`src/hdl/pcat_pkg.sv`:
```
// constants and types shared by the configuration access translator
`default_nettype none
package pcat_pkg;
  // ****************************************************************
  // host i/o map
  // ****************************************************************
  localparam logic [15:0] PCAT_PTR_OFS   = 16'h0cf8;
  localparam logic [15:0] PCAT_WIN_OFS   = 16'h0cfc;
  localparam logic [31:0] PCAT_PTR_RST   = 32'h0000_0000;
  localparam logic [31:0] PCAT_WIN_RST   = 32'h0000_0000;
  localparam logic [31:0] PCAT_PTR_MASK  = 32'h80ff_ffff; // 30:24 read 0
  localparam logic [3:0]  PCAT_BE_FULL   = 4'hf;
  // ****************************************************************
  // pointer fields
  // ****************************************************************
  localparam int          PCAT_EN_BIT    = 31;
  localparam int          PCAT_BUS_LO    = 16;
  localparam int          PCAT_DEV_LO    = 11;
  localparam logic [7:0]  PCAT_OWN_BUS   = 8'h00;
  localparam logic [4:0]  PCAT_DEV_MIN   = 5'h01;
  localparam logic [4:0]  PCAT_DEV_MAX   = 5'h15;
  localparam logic [5:0]  PCAT_IDSEL_OFS = 6'h0a; // device 1 -> line 11
  localparam logic [1:0]  PCAT_TT_TYPE0  = 2'b00;
  localparam logic [1:0]  PCAT_TT_TYPE1  = 2'b01;
  localparam logic [31:0] PCAT_SPC_PTR   = 32'h8000_ff00;
  localparam logic [15:0] PCAT_MSG_SHUT  = 16'h0000;
  localparam logic [15:0] PCAT_MSG_HALT  = 16'h0001;
  // ****************************************************************
  // types
  // ****************************************************************
  typedef enum logic [3:0] {
    PCAT_CMD_SPECIAL = 4'h1,
    PCAT_CMD_IO_RD   = 4'h2,
    PCAT_CMD_IO_WR   = 4'h3,
    PCAT_CMD_CFG_RD  = 4'ha,
    PCAT_CMD_CFG_WR  = 4'hb
  } pcat_cmd_t;
  typedef enum {PCAT_IDLE, PCAT_BUS} pcat_state_t;
endpackage : pcat_pkg
`default_nettype wire

```
`src/hdl/pcat_translator.sv`:
```
// configuration mechanism translator between host i/o and pci cycles
// Contract
// - pointer decoded at cf8h, data window at cfch, four bytes each
// - only full 32-bit writes load pointer; narrower ones go out as i/o
// - pointer bit 31 enables translation; clear means plain i/o cycles
// - enabled window access makes config cycle from pointer fields
// - window takes 8, 16, 32-bit accesses, byte lanes carried through
// - pointer fields bus, device, function, register; 30:24 zero
// - local devices 01h..15h map one-hot onto lines 11 up to 31
// - own bus number 00h picks type 0, otherwise type 1
// - type 0 passes bits 10:2, drives device select, low bits 00
// - type 1 copies pointer onto address, low bits 01
// - every window write while the special pointer is held is a special cycle
// - halt and shutdown requests issue fixed special-cycle messages
`default_nettype none
module pcat_translator
  import pcat_pkg::*;
(
  input  wire logic                clk,
  input  wire logic                sys_rst,
  input  wire logic                io_req,
  input  wire logic                io_we,
  input  wire logic [15:0]         io_addr,
  input  wire logic [3:0]          io_be,
  input  wire logic [31:0]         io_wdata,
  output var  logic                io_ack,
  output var  logic [31:0]         io_rdata,
  input  wire logic                halt_req,
  input  wire logic                shutdown_req,
  output var  logic                pci_req,
  output var  pcat_pkg::pcat_cmd_t pci_cmd,
  output var  logic [31:0]         pci_addr,
  output var  logic [3:0]          pci_be,
  output var  logic [31:0]         pci_wdata,
  input  wire logic                pci_done,
  input  wire logic [31:0]         pci_rdata
);
  // ****************************************************************
  // state
  // ****************************************************************
  pcat_state_t state, next_state;
  logic [31:0] ptr, next_ptr;
  logic [31:0] window, next_window;
  logic        pend_halt, next_pend_halt;
  logic        pend_shut, next_pend_shut;
  logic        from_host, next_from_host;
  logic        to_window, next_to_window;
  logic        next_io_ack, next_pci_req;
  logic [31:0] next_io_rdata, next_pci_addr, next_pci_wdata;
  logic [3:0]  next_pci_be;
  pcat_cmd_t   next_pci_cmd;

  // ****************************************************************
  // address decode and config address build
  // ****************************************************************
  logic        hit_ptr, hit_win, full, xlate, special, own_bus;
  logic [4:0]  dev;
  logic [31:0] idsel, cfg_addr;

  // decode of the two host words and the pointer's target
  assign hit_ptr = io_addr[15:2] == PCAT_PTR_OFS[15:2];
  assign hit_win = io_addr[15:2] == PCAT_WIN_OFS[15:2];
  assign full    = io_be == PCAT_BE_FULL;
  assign xlate   = hit_win && ptr[PCAT_EN_BIT];
  assign special = ptr[31:2] == PCAT_SPC_PTR[31:2];
  assign own_bus = ptr[PCAT_BUS_LO +: 8] == PCAT_OWN_BUS;
  assign dev     = ptr[PCAT_DEV_LO +: 5];

  // one-hot device select; devices outside the range select nobody
  always_comb
  begin
    idsel = 32'h0;
    if (dev >= PCAT_DEV_MIN && dev <= PCAT_DEV_MAX)
      idsel = 32'h1 << ({1'b0, dev} + PCAT_IDSEL_OFS);
    if (own_bus)
      cfg_addr = idsel | {21'h0, ptr[10:2], PCAT_TT_TYPE0};
    else
      cfg_addr = {ptr[31:2], PCAT_TT_TYPE1};
  end

  // ****************************************************************
  // request sequencer
  // ****************************************************************
  // next values of the sequencer, pointer, window and bus outputs
  always_comb
  begin
    next_state     = state;
    next_ptr       = ptr;
    next_window    = window;
    next_pend_halt = pend_halt | halt_req;     // set wins, no clear here
    next_pend_shut = pend_shut | shutdown_req;
    next_from_host = from_host;
    next_to_window = to_window;
    next_io_ack    = 1'b0;
    next_io_rdata  = io_rdata;
    next_pci_req   = 1'b0;
    next_pci_cmd   = pci_cmd;
    next_pci_addr  = pci_addr;
    next_pci_be    = pci_be;
    next_pci_wdata = pci_wdata;
    unique case (state)
      PCAT_IDLE:
      begin
        if (io_req && hit_ptr && full)
        begin
          next_io_ack = 1'b1;
          if (io_we)
            next_ptr = io_wdata & PCAT_PTR_MASK;
          else
            next_io_rdata = ptr;
        end
        else if (io_req)
        begin
          next_state     = PCAT_BUS;
          next_from_host = 1'b1;
          next_to_window = xlate;
          next_pci_req   = 1'b1;
          next_pci_be    = io_be;
          next_pci_wdata = io_wdata;
          if (xlate && special && io_we)
          begin
            next_pci_cmd  = PCAT_CMD_SPECIAL;
            next_pci_addr = 32'h0;
          end
          else if (xlate)
          begin
            next_pci_cmd  = io_we ? PCAT_CMD_CFG_WR : PCAT_CMD_CFG_RD;
            next_pci_addr = cfg_addr;
          end
          else
          begin
            next_pci_cmd  = io_we ? PCAT_CMD_IO_WR : PCAT_CMD_IO_RD;
            next_pci_addr = {16'h0, io_addr};
          end
        end
        else if (pend_halt || pend_shut)
        begin
          next_state     = PCAT_BUS;
          next_from_host = 1'b0;
          next_to_window = 1'b0;
          next_pci_req   = 1'b1;
          next_pci_cmd   = PCAT_CMD_SPECIAL;
          next_pci_addr  = 32'h0;
          next_pci_be    = PCAT_BE_FULL;
          next_pci_wdata = {16'h0, pend_halt ? PCAT_MSG_HALT : PCAT_MSG_SHUT};
          if (pend_halt)
            next_pend_halt = halt_req;
          else
            next_pend_shut = shutdown_req;
        end
      end
      PCAT_BUS:
      begin
        if (pci_done)
        begin
          next_state    = PCAT_IDLE;
          next_io_ack   = from_host;
          next_io_rdata = pci_rdata;
          // window keeps the lanes moved by the last config or special window access
          if (to_window)
          begin
            for (int i = 0; i < 4; i++)
            begin
              if (pci_be[i])
                next_window[8*i +: 8] = pci_cmd == PCAT_CMD_IO_RD ||
                  pci_cmd == PCAT_CMD_CFG_RD ? pci_rdata[8*i +: 8]
                                             : pci_wdata[8*i +: 8];
            end
          end
        end
      end
    endcase
  end

  // registers of the sequencer and all outputs
  always_ff @(posedge clk)
  begin
    if (sys_rst)
    begin
      state     <= PCAT_IDLE;
      ptr       <= PCAT_PTR_RST;
      window    <= PCAT_WIN_RST;
      pend_halt <= 1'b0;
      pend_shut <= 1'b0;
      from_host <= 1'b0;
      to_window <= 1'b0;
      io_ack    <= 1'b0;
      io_rdata  <= 32'h0;
      pci_req   <= 1'b0;
      pci_cmd   <= PCAT_CMD_IO_RD;
      pci_addr  <= 32'h0;
      pci_be    <= 4'h0;
      pci_wdata <= 32'h0;
    end
    else
    begin
      state     <= next_state;
      ptr       <= next_ptr;
      window    <= next_window;
      pend_halt <= next_pend_halt;
      pend_shut <= next_pend_shut;
      from_host <= next_from_host;
      to_window <= next_to_window;
      io_ack    <= next_io_ack;
      io_rdata  <= next_io_rdata;
      pci_req   <= next_pci_req;
      pci_cmd   <= next_pci_cmd;
      pci_addr  <= next_pci_addr;
      pci_be    <= next_pci_be;
      pci_wdata <= next_pci_wdata;
    end
  end

  logic idle_req;
  assign idle_req = io_req && state == PCAT_IDLE;
endmodule : pcat_translator
`default_nettype wire

```
`config.mk`:
```
export PLATFORM = sky130hd
export DESIGN_NAME = pcat_translator
export DESIGN_NICKNAME = d
export VERILOG_FILES = /design/src/hdl/pcat_pkg.sv /design/src/hdl/pcat_translator.sv
export SDC_FILE = /design/constraint.sdc
export NUM_CORES = 1
export LEC_CHECK = 0
export BUFFER_PORTS_ARGS = -buffer_cell sky130_fd_sc_hd__buf_2
export CAP_MARGIN = 20
export CELL_PAD_IN_SITES_DETAIL_PLACEMENT = 1
export CELL_PAD_IN_SITES_GLOBAL_PLACEMENT = 1
export CORE_MARGIN = 2
export CORE_UTILIZATION = 25
export DETAILED_ROUTE_END_ITERATION = 8
export PLACE_DENSITY = 0.64
export SYNTH_ARGS = -nofsm -noshare
export SYNTH_HDL_FRONTEND = slang
export SYNTH_SLANG_ARGS = --single-unit
```
`constraint.sdc`:
```
create_clock -name clk -period 2.7 [get_ports clk]
set_clock_uncertainty 0.2 [all_clocks]
set_input_delay 0.135 -clock clk [delete_from_list [all_inputs] [get_ports clk]]
set_output_delay 0.135 -clock clk [all_outputs]
set_load 0.005 [all_outputs]
```
-- Yosys cells after proc, flatten, opt, wreduce, memory -nomap -nowiden
Index checks and enable logic that the tools add are counted.
W data, S select, Z words.
- register bits: 166
- bits of input ports: 91
- output and inout bits: 106
- $add $sub $neg: 1
- $lt $le $gt $ge: 2
- eq/ne operators: 10
- shift operators: 1
- muxes and demuxes: 43
- bitwise logic cells: 5
- reductions and logical operators: 15
- operator list (cell ; number):
    $mux W32 ; 15
    $pmux W32 S2 ; 2
    $eq A32 B1 Y1 const B ; 1
    $logic_not A32 Y1 ; 1
    $or A32 B11 Y32 ; 1
    $shl A1 B6 Y32 const A ; 1
    $eq A14 B10 Y1 const B ; 2
    $mux W4 ; 6
    $eq A23 B23 Y1 const B ; 1
    $mux W1 ; 19
    $reduce_and A3 Y1 ; 4
    $logic_not A8 Y1 ; 1
    $ne A2 B2 Y1 const B ; 4
    $add A5 B4 Y6 const B ; 1
    $logic_and A1 B1 Y1 ; 6
    $ge A5 B1 Y1 const B ; 1
    $le A5 B5 Y1 const B ; 1
    $eq A4 B4 Y1 const B ; 1
    $ne A3 B3 Y1 const B ; 1
    $reduce_or A3 Y1 ; 1
    $not A1 Y1 ; 2
    $or A1 B1 Y1 ; 2
    $pmux W1 S2 ; 1
    $reduce_bool A2 Y1 ; 1
    $logic_or A1 B1 Y1 ; 1

-- Logic depth before layout (Yosys ltp)
- depth after elaboration: 8
- depth in mapped cells: 9
- depth with buffers taken out: 7

-- Worst setup path after synthesis
OpenSTA, ideal clock, no wires.
- path kind: register -> register
- from: register ptr[12]
- to: register pci_addr[11]
- setup time: 0.117 ns
- data arrival time: 2.168 ns
- slack: 0.215 ns
- cell stages (with the launch flop): 9
- period minus slack after synthesis: 2.485 ns
- path through: dfxtp_1 -> clkbuf_1 -> inv_1 -> ha_1 -> or4b_2 -> o31ai_1 -> nand4b_1 -> o21ai_0 -> a32o_1
- longest elaborated chain between the ends: 8
- ends and longest elaborated chain (what ; line ; RTL):
    start: declaration ; pcat_translator.sv:42 ; logic [31:0] ptr, next_ptr;
    start signal: assignment ; pcat_translator.sv:198 ; ptr <= next_ptr;
    $add A5 B4 Y6, or another cell as far along ; pcat_translator.sv:74 ; idsel = 32'h1 << ({1'b0, dev} + PCAT_IDSEL_OFS);
    $shl A1 B6 Y32 / $logic_and A1 B1 Y1 (equally long branches) ; pcat_translator.sv:74, pcat_translator.sv:73 ;
    $mux W32 ; pcat_translator.sv:73 ; if (dev >= PCAT_DEV_MIN && dev <= PCAT_DEV_MAX)
    $or A32 B11 Y32 ; pcat_translator.sv:76 ; cfg_addr = idsel | {21'h0, ptr[10:2], PCAT_TT_TYPE0};
    $mux W32 ; pcat_translator.sv:75 ; if (own_bus)
    $mux W32 ; pcat_translator.sv:125 ; else if (xlate)
    $mux W32 * ; pcat_translator.sv:120 ; if (xlate && special && io_we)
    $mux W32 * ; pcat_translator.sv:112 ; else if (io_req)
    end signal: assignment ; pcat_translator.sv:208 ; pci_addr <= next_pci_addr;
    end: declaration ; pcat_translator.sv:32 ; output var logic [31:0] pci_addr,
Every way passes the cells marked *; elsewhere a longest branch is shown, timed or not.
A chain may end at the register's enable or synchronous reset.

-- Worst setup path in the final report
- from: input io_addr[13]
- to: register io_rdata[14]
- longest elaborated chain between the ends: 5
- ends and longest elaborated chain (what ; line ; RTL):
    start: declaration ; pcat_translator.sv:23 ; input wire logic [15:0] io_addr,
    $eq A14 B10 Y1 ; pcat_translator.sv:61 ; assign hit_ptr = io_addr[15:2] == PCAT_PTR_OFS[15:2];
    $logic_and A1 B1 Y1 (2 in a row) ; pcat_translator.sv:104 ; if (io_req && hit_ptr && full)
    $ne A2 B2 Y1 (no source line) ; - ;
    $reduce_and A3 Y1 (no source line) ; - ;
    end signal: assignment ; pcat_translator.sv:205 ; io_rdata <= next_io_rdata;
    end: declaration ; pcat_translator.sv:27 ; output var logic [31:0] io_rdata,
No other way between the ends.

==> impl_metrics.env <==
export IMPL_power_leakage_nw=3.53
export IMPL_vias=6001
export IMPL_cts_setup_buffers=0
export IMPL_antenna_cells=0
export IMPL_place_gp_congestion=0.955
export IMPL_dr_pass1_iters=5
export IMPL_start_kind="input pin"
export IMPL_rsz0062_at_grt="false"
export IMPL_grt_overflow=0
export IMPL_cts_inserted_buffers=17
export IMPL_postRouteWirelength_um=23200
export IMPL_cts_sinks=134
export IMPL_syn_inst=662
export IMPL_end_kind="flip-flop"
export IMPL_clockBufferDepth=2
export IMPL_yosysUniqueCellTypes=59
export IMPL_ys_ff_latch=134
export IMPL_power_frac_comb_pct=13.2
export IMPL_tightest_slew_ns=0.742
export IMPL_outcome="completed"
export IMPL_worstReg2RegEnd="pci_addr[11]"
export IMPL_final_antenna_net_count=0
export IMPL_port_buffers=195
export IMPL_drt_first_iter_violations=341
export IMPL_slew_headroom_pct=50.5
export IMPL_worstRegToRegCells=8
export IMPL_routedWlPerCell_um=18.7
export IMPL_power_frac_seq_pct=41.6
export IMPL_most_common_layout_cells="194 x buf_2, 133 x dfxtp_1, 100 x nand2_1, 88 x dlygate4sd3_1, 79 x a21oi_1"
export IMPL_seq_area_frac_synth_pct=46.6
export IMPL_cp_slowest_cell="or4_4"
export IMPL_pin_count=197
export IMPL_critPathRequiredTime_ns=2.83
export IMPL_clkPwrFrac_pct=45.1
export IMPL_grt_pass1_wl_um=35400
export IMPL_start_util_pct=25.4
export IMPL_layout_min_cycle_time_ns=2.58
export IMPL_synth_edff_count=0
export IMPL_min_from="sys_rst"
export IMPL_irDropWorstVdd_v=0.000380
export IMPL_antenna_found_initial=0
export IMPL_core_area_mm2=0.0226
export IMPL_clk_insertion_delay_late_ns=0.42
export IMPL_viasPerCell=4.83
export IMPL_r2r_slack_ns=0.15
export IMPL_async_reset_ff_share_pct=0
export IMPL_cap_viol_max_count=0
export IMPL_period_share_pct=95.4
export IMPL_synthToLayoutAreaGrowth_pct=50.1
export IMPL_nFillCells=2655
export IMPL_die_y_um=156
export IMPL_cts_htree_levels=4
export IMPL_swShare_pct=25.1
export IMPL_grt_pass1_vias=6223
export IMPL_synth_main_ff_cell="dfxtp_1"
export IMPL_yosys_warnings=0
export IMPL_syn_area_mm2=0.00576
export IMPL_path_max_fanout=24
export IMPL_grt_max_degree=60
export IMPL_path_buf_inv=4
export IMPL_dp_hpwl_um=16600
export IMPL_finalHoldViolCount=0
export IMPL_clockRootBuffer="clkbuf_16"
export IMPL_slowest_delay_ns=0.58
export IMPL_rows=55
export IMPL_critPathTopFamily="buffers and inverters"
export IMPL_cpMostUsedCell="buf_12"
export IMPL_final_core_util_pct=38.2
export IMPL_crit_chain="dlygate4sd3_1 -> buf_2 -> or4_4 -> nor4_2 -> buf_12 -> a41o_2 -> buf_12 -> nor2_1 -> a211oi_1"
export IMPL_worstPathArrival_ns=2.71
export IMPL_avgSynthCellArea_um2=8.70
export IMPL_startpoint="io_addr[13]"
export IMPL_synth_nets=756
export IMPL_p_sw_mw=1.28
export IMPL_grt_use_total_pct=19.0
export IMPL_cts_clk_slew_worst_paths_ns=0.06
export IMPL_internal_power_mw=3.81
export IMPL_route_detailed_drc=0
export IMPL_slew_viol_final=0
export IMPL_mostFrequentLayoutCell="buf_2"
export IMPL_fin_nets=1041
export IMPL_cts_tree="done"
export IMPL_hold_end="pci_addr[30]"
export IMPL_whs_path_depth=5
export IMPL_path_class="in2reg"
export IMPL_drive_above_1_share_pct=30.1
export IMPL_powerDensity_mw_per_mm2=588
export IMPL_min_path_type="in2reg"
export IMPL_max_freq_mhz=388
export IMPL_dieArea_mm2=0.0243
export IMPL_worstReg2RegStart="ptr[13]"
export IMPL_die_width_um=156
export IMPL_final_setup_viol_count=0
export IMPL_totalNegativeSetupSlack_ns=0
worst max path at each step:
stage,to,slack [ns],depth (start not counted)
global route,pci_addr[11],0.02,8
detailed placement,pci_addr[13],0.22,6
floorplan,pci_addr[11],0.22,8
finish,io_rdata[14],0.12,9
CTS,io_rdata[14],0.14,9
global placement,pci_addr[13],0.26,8
Yosys cell counts (all sizes together) (2+ instances only):
library cell	instances	area, µm²
buf	30	164
o2bb2ai	15	131
nor4	5	52.6
o311ai	3	26.3
o211ai	5	37.5
nor2b	2	12.5
or2	2	12.5
a211oi	30	300
nand3b	2	15.0
ha	3	37.5
nand4	12	90.1
nor3b	6	45.0
nor4b	2	23.8
a22oi	8	60.1
a41oi	2	17.5
nand2	100	375
a21oi	80	404
clkbuf	23	86.3
nand2b	3	18.8
nor2	53	201
a22o	7	61.3
mux2i	25	250
a31oi	9	56.3
nand3	39	195
o21ai	5	25.0
inv	14	52.6
nand4b	4	35.0
nor3	8	40.0
dfxtp	134	2680
o31ai	7	52.6
or3	2	12.5
and2	6	37.5
or4	2	22.5
final cells by class:
type | count | area (µm²) | share of cell area, %
multi-input combinational | 461 | 2790 | 32.2
sequential | 134 | 2680 | 31.0
timing repair buffer | 319 | 2190 | 25.4
clock buffer | 22 | 474 | 5.48
tap | 285 | 357 | 4.12
clock inverter | 8 | 100 | 1.16
inverter | 14 | 52.6 | 0.608
metrics by stage:
step           total power, mW  instance area [µm²]  std cells  setup WS [ns]  hold WS, ns
6_report                  5.09                 8650       1243          0.123       0.0298
3_3_place_gp              2.72                 7190       1125          0.261        0.142
4_1_cts                   5.15                 8650       1243          0.140       0.0245
3_5_place_dp              2.73                 7190       1125          0.222        0.150
2_1_floorplan             2.46                 5760        662          0.215       0.0524
5_1_grt                   5.30                 8650       1243         0.0190       0.0635
power groups by stage:
stage / registers [mW] / logic, mW / clock network (mW)
global placement: 2.16 / 0.562 / 0
floorplan: 2.16 / 0.300 / 0
CTS: 2.12 / 0.671 / 2.36
finish: 2.12 / 0.672 / 2.30
detailed placement: 2.16 / 0.568 / 0
global route: 2.13 / 0.738 / 2.44
worst reg2reg max path, cell delays in order, from the launching register on:
cell      delay, ns
dfxtp_1        0.42
inv_1          0.10
ha_1           0.13
or4b_2         0.60
o31ai_1        0.09
buf_4          0.18
nand4b_1       0.29
o21ai_0        0.16
a32o_1         0.27
kinds of logic after synthesis:
family | count (synthesis) | share of synthesized area, %
other cells | 1 | 0.0651
simple gates | 252 | 21.3
xor+xnor | 2 | 0.304
flops | 134 | 46.6
buf+inv | 67 | 5.26
mux | 25 | 4.34
fa+ha+maj | 3 | 0.652
compound gates | 178 | 21.5
timing repair:
item | CTS | global route
resized for setup | 0 | 1
hold endpoints to repair | 113 | 0
hold buffers | 88 | 0
endpoints found under the setup margin | 0 | 1
state kept, by name, summed over array words and instances (netlist names):
signal and count:
io_ack 1, pci_wdata 32, pend_halt 1, pci_be 4
from_host 1, state 1, pci_cmd 3, pci_req 1
pci_addr 32, io_rdata 32, ptr 25, pend_shut 1
routing by layer:
| layer | global-route usage (%) | share of wire (%) | vias up | wire length [µm] |
|---|---|---|---|---|
| met4 | 6.55 | 2.6 | 0 | 606 |
| met5 | 0 | 0 | - | 0 |
| li1 | - | - | 2940 | - |
| met1 | 24.7 | 46 | 2864 | 10700 |
| met3 | 4.19 | 4.6 | 34 | 1060 |
| met2 | 31.0 | 47 | 163 | 10900 |
No activity file was read; power rests on OpenSTA's default activity.
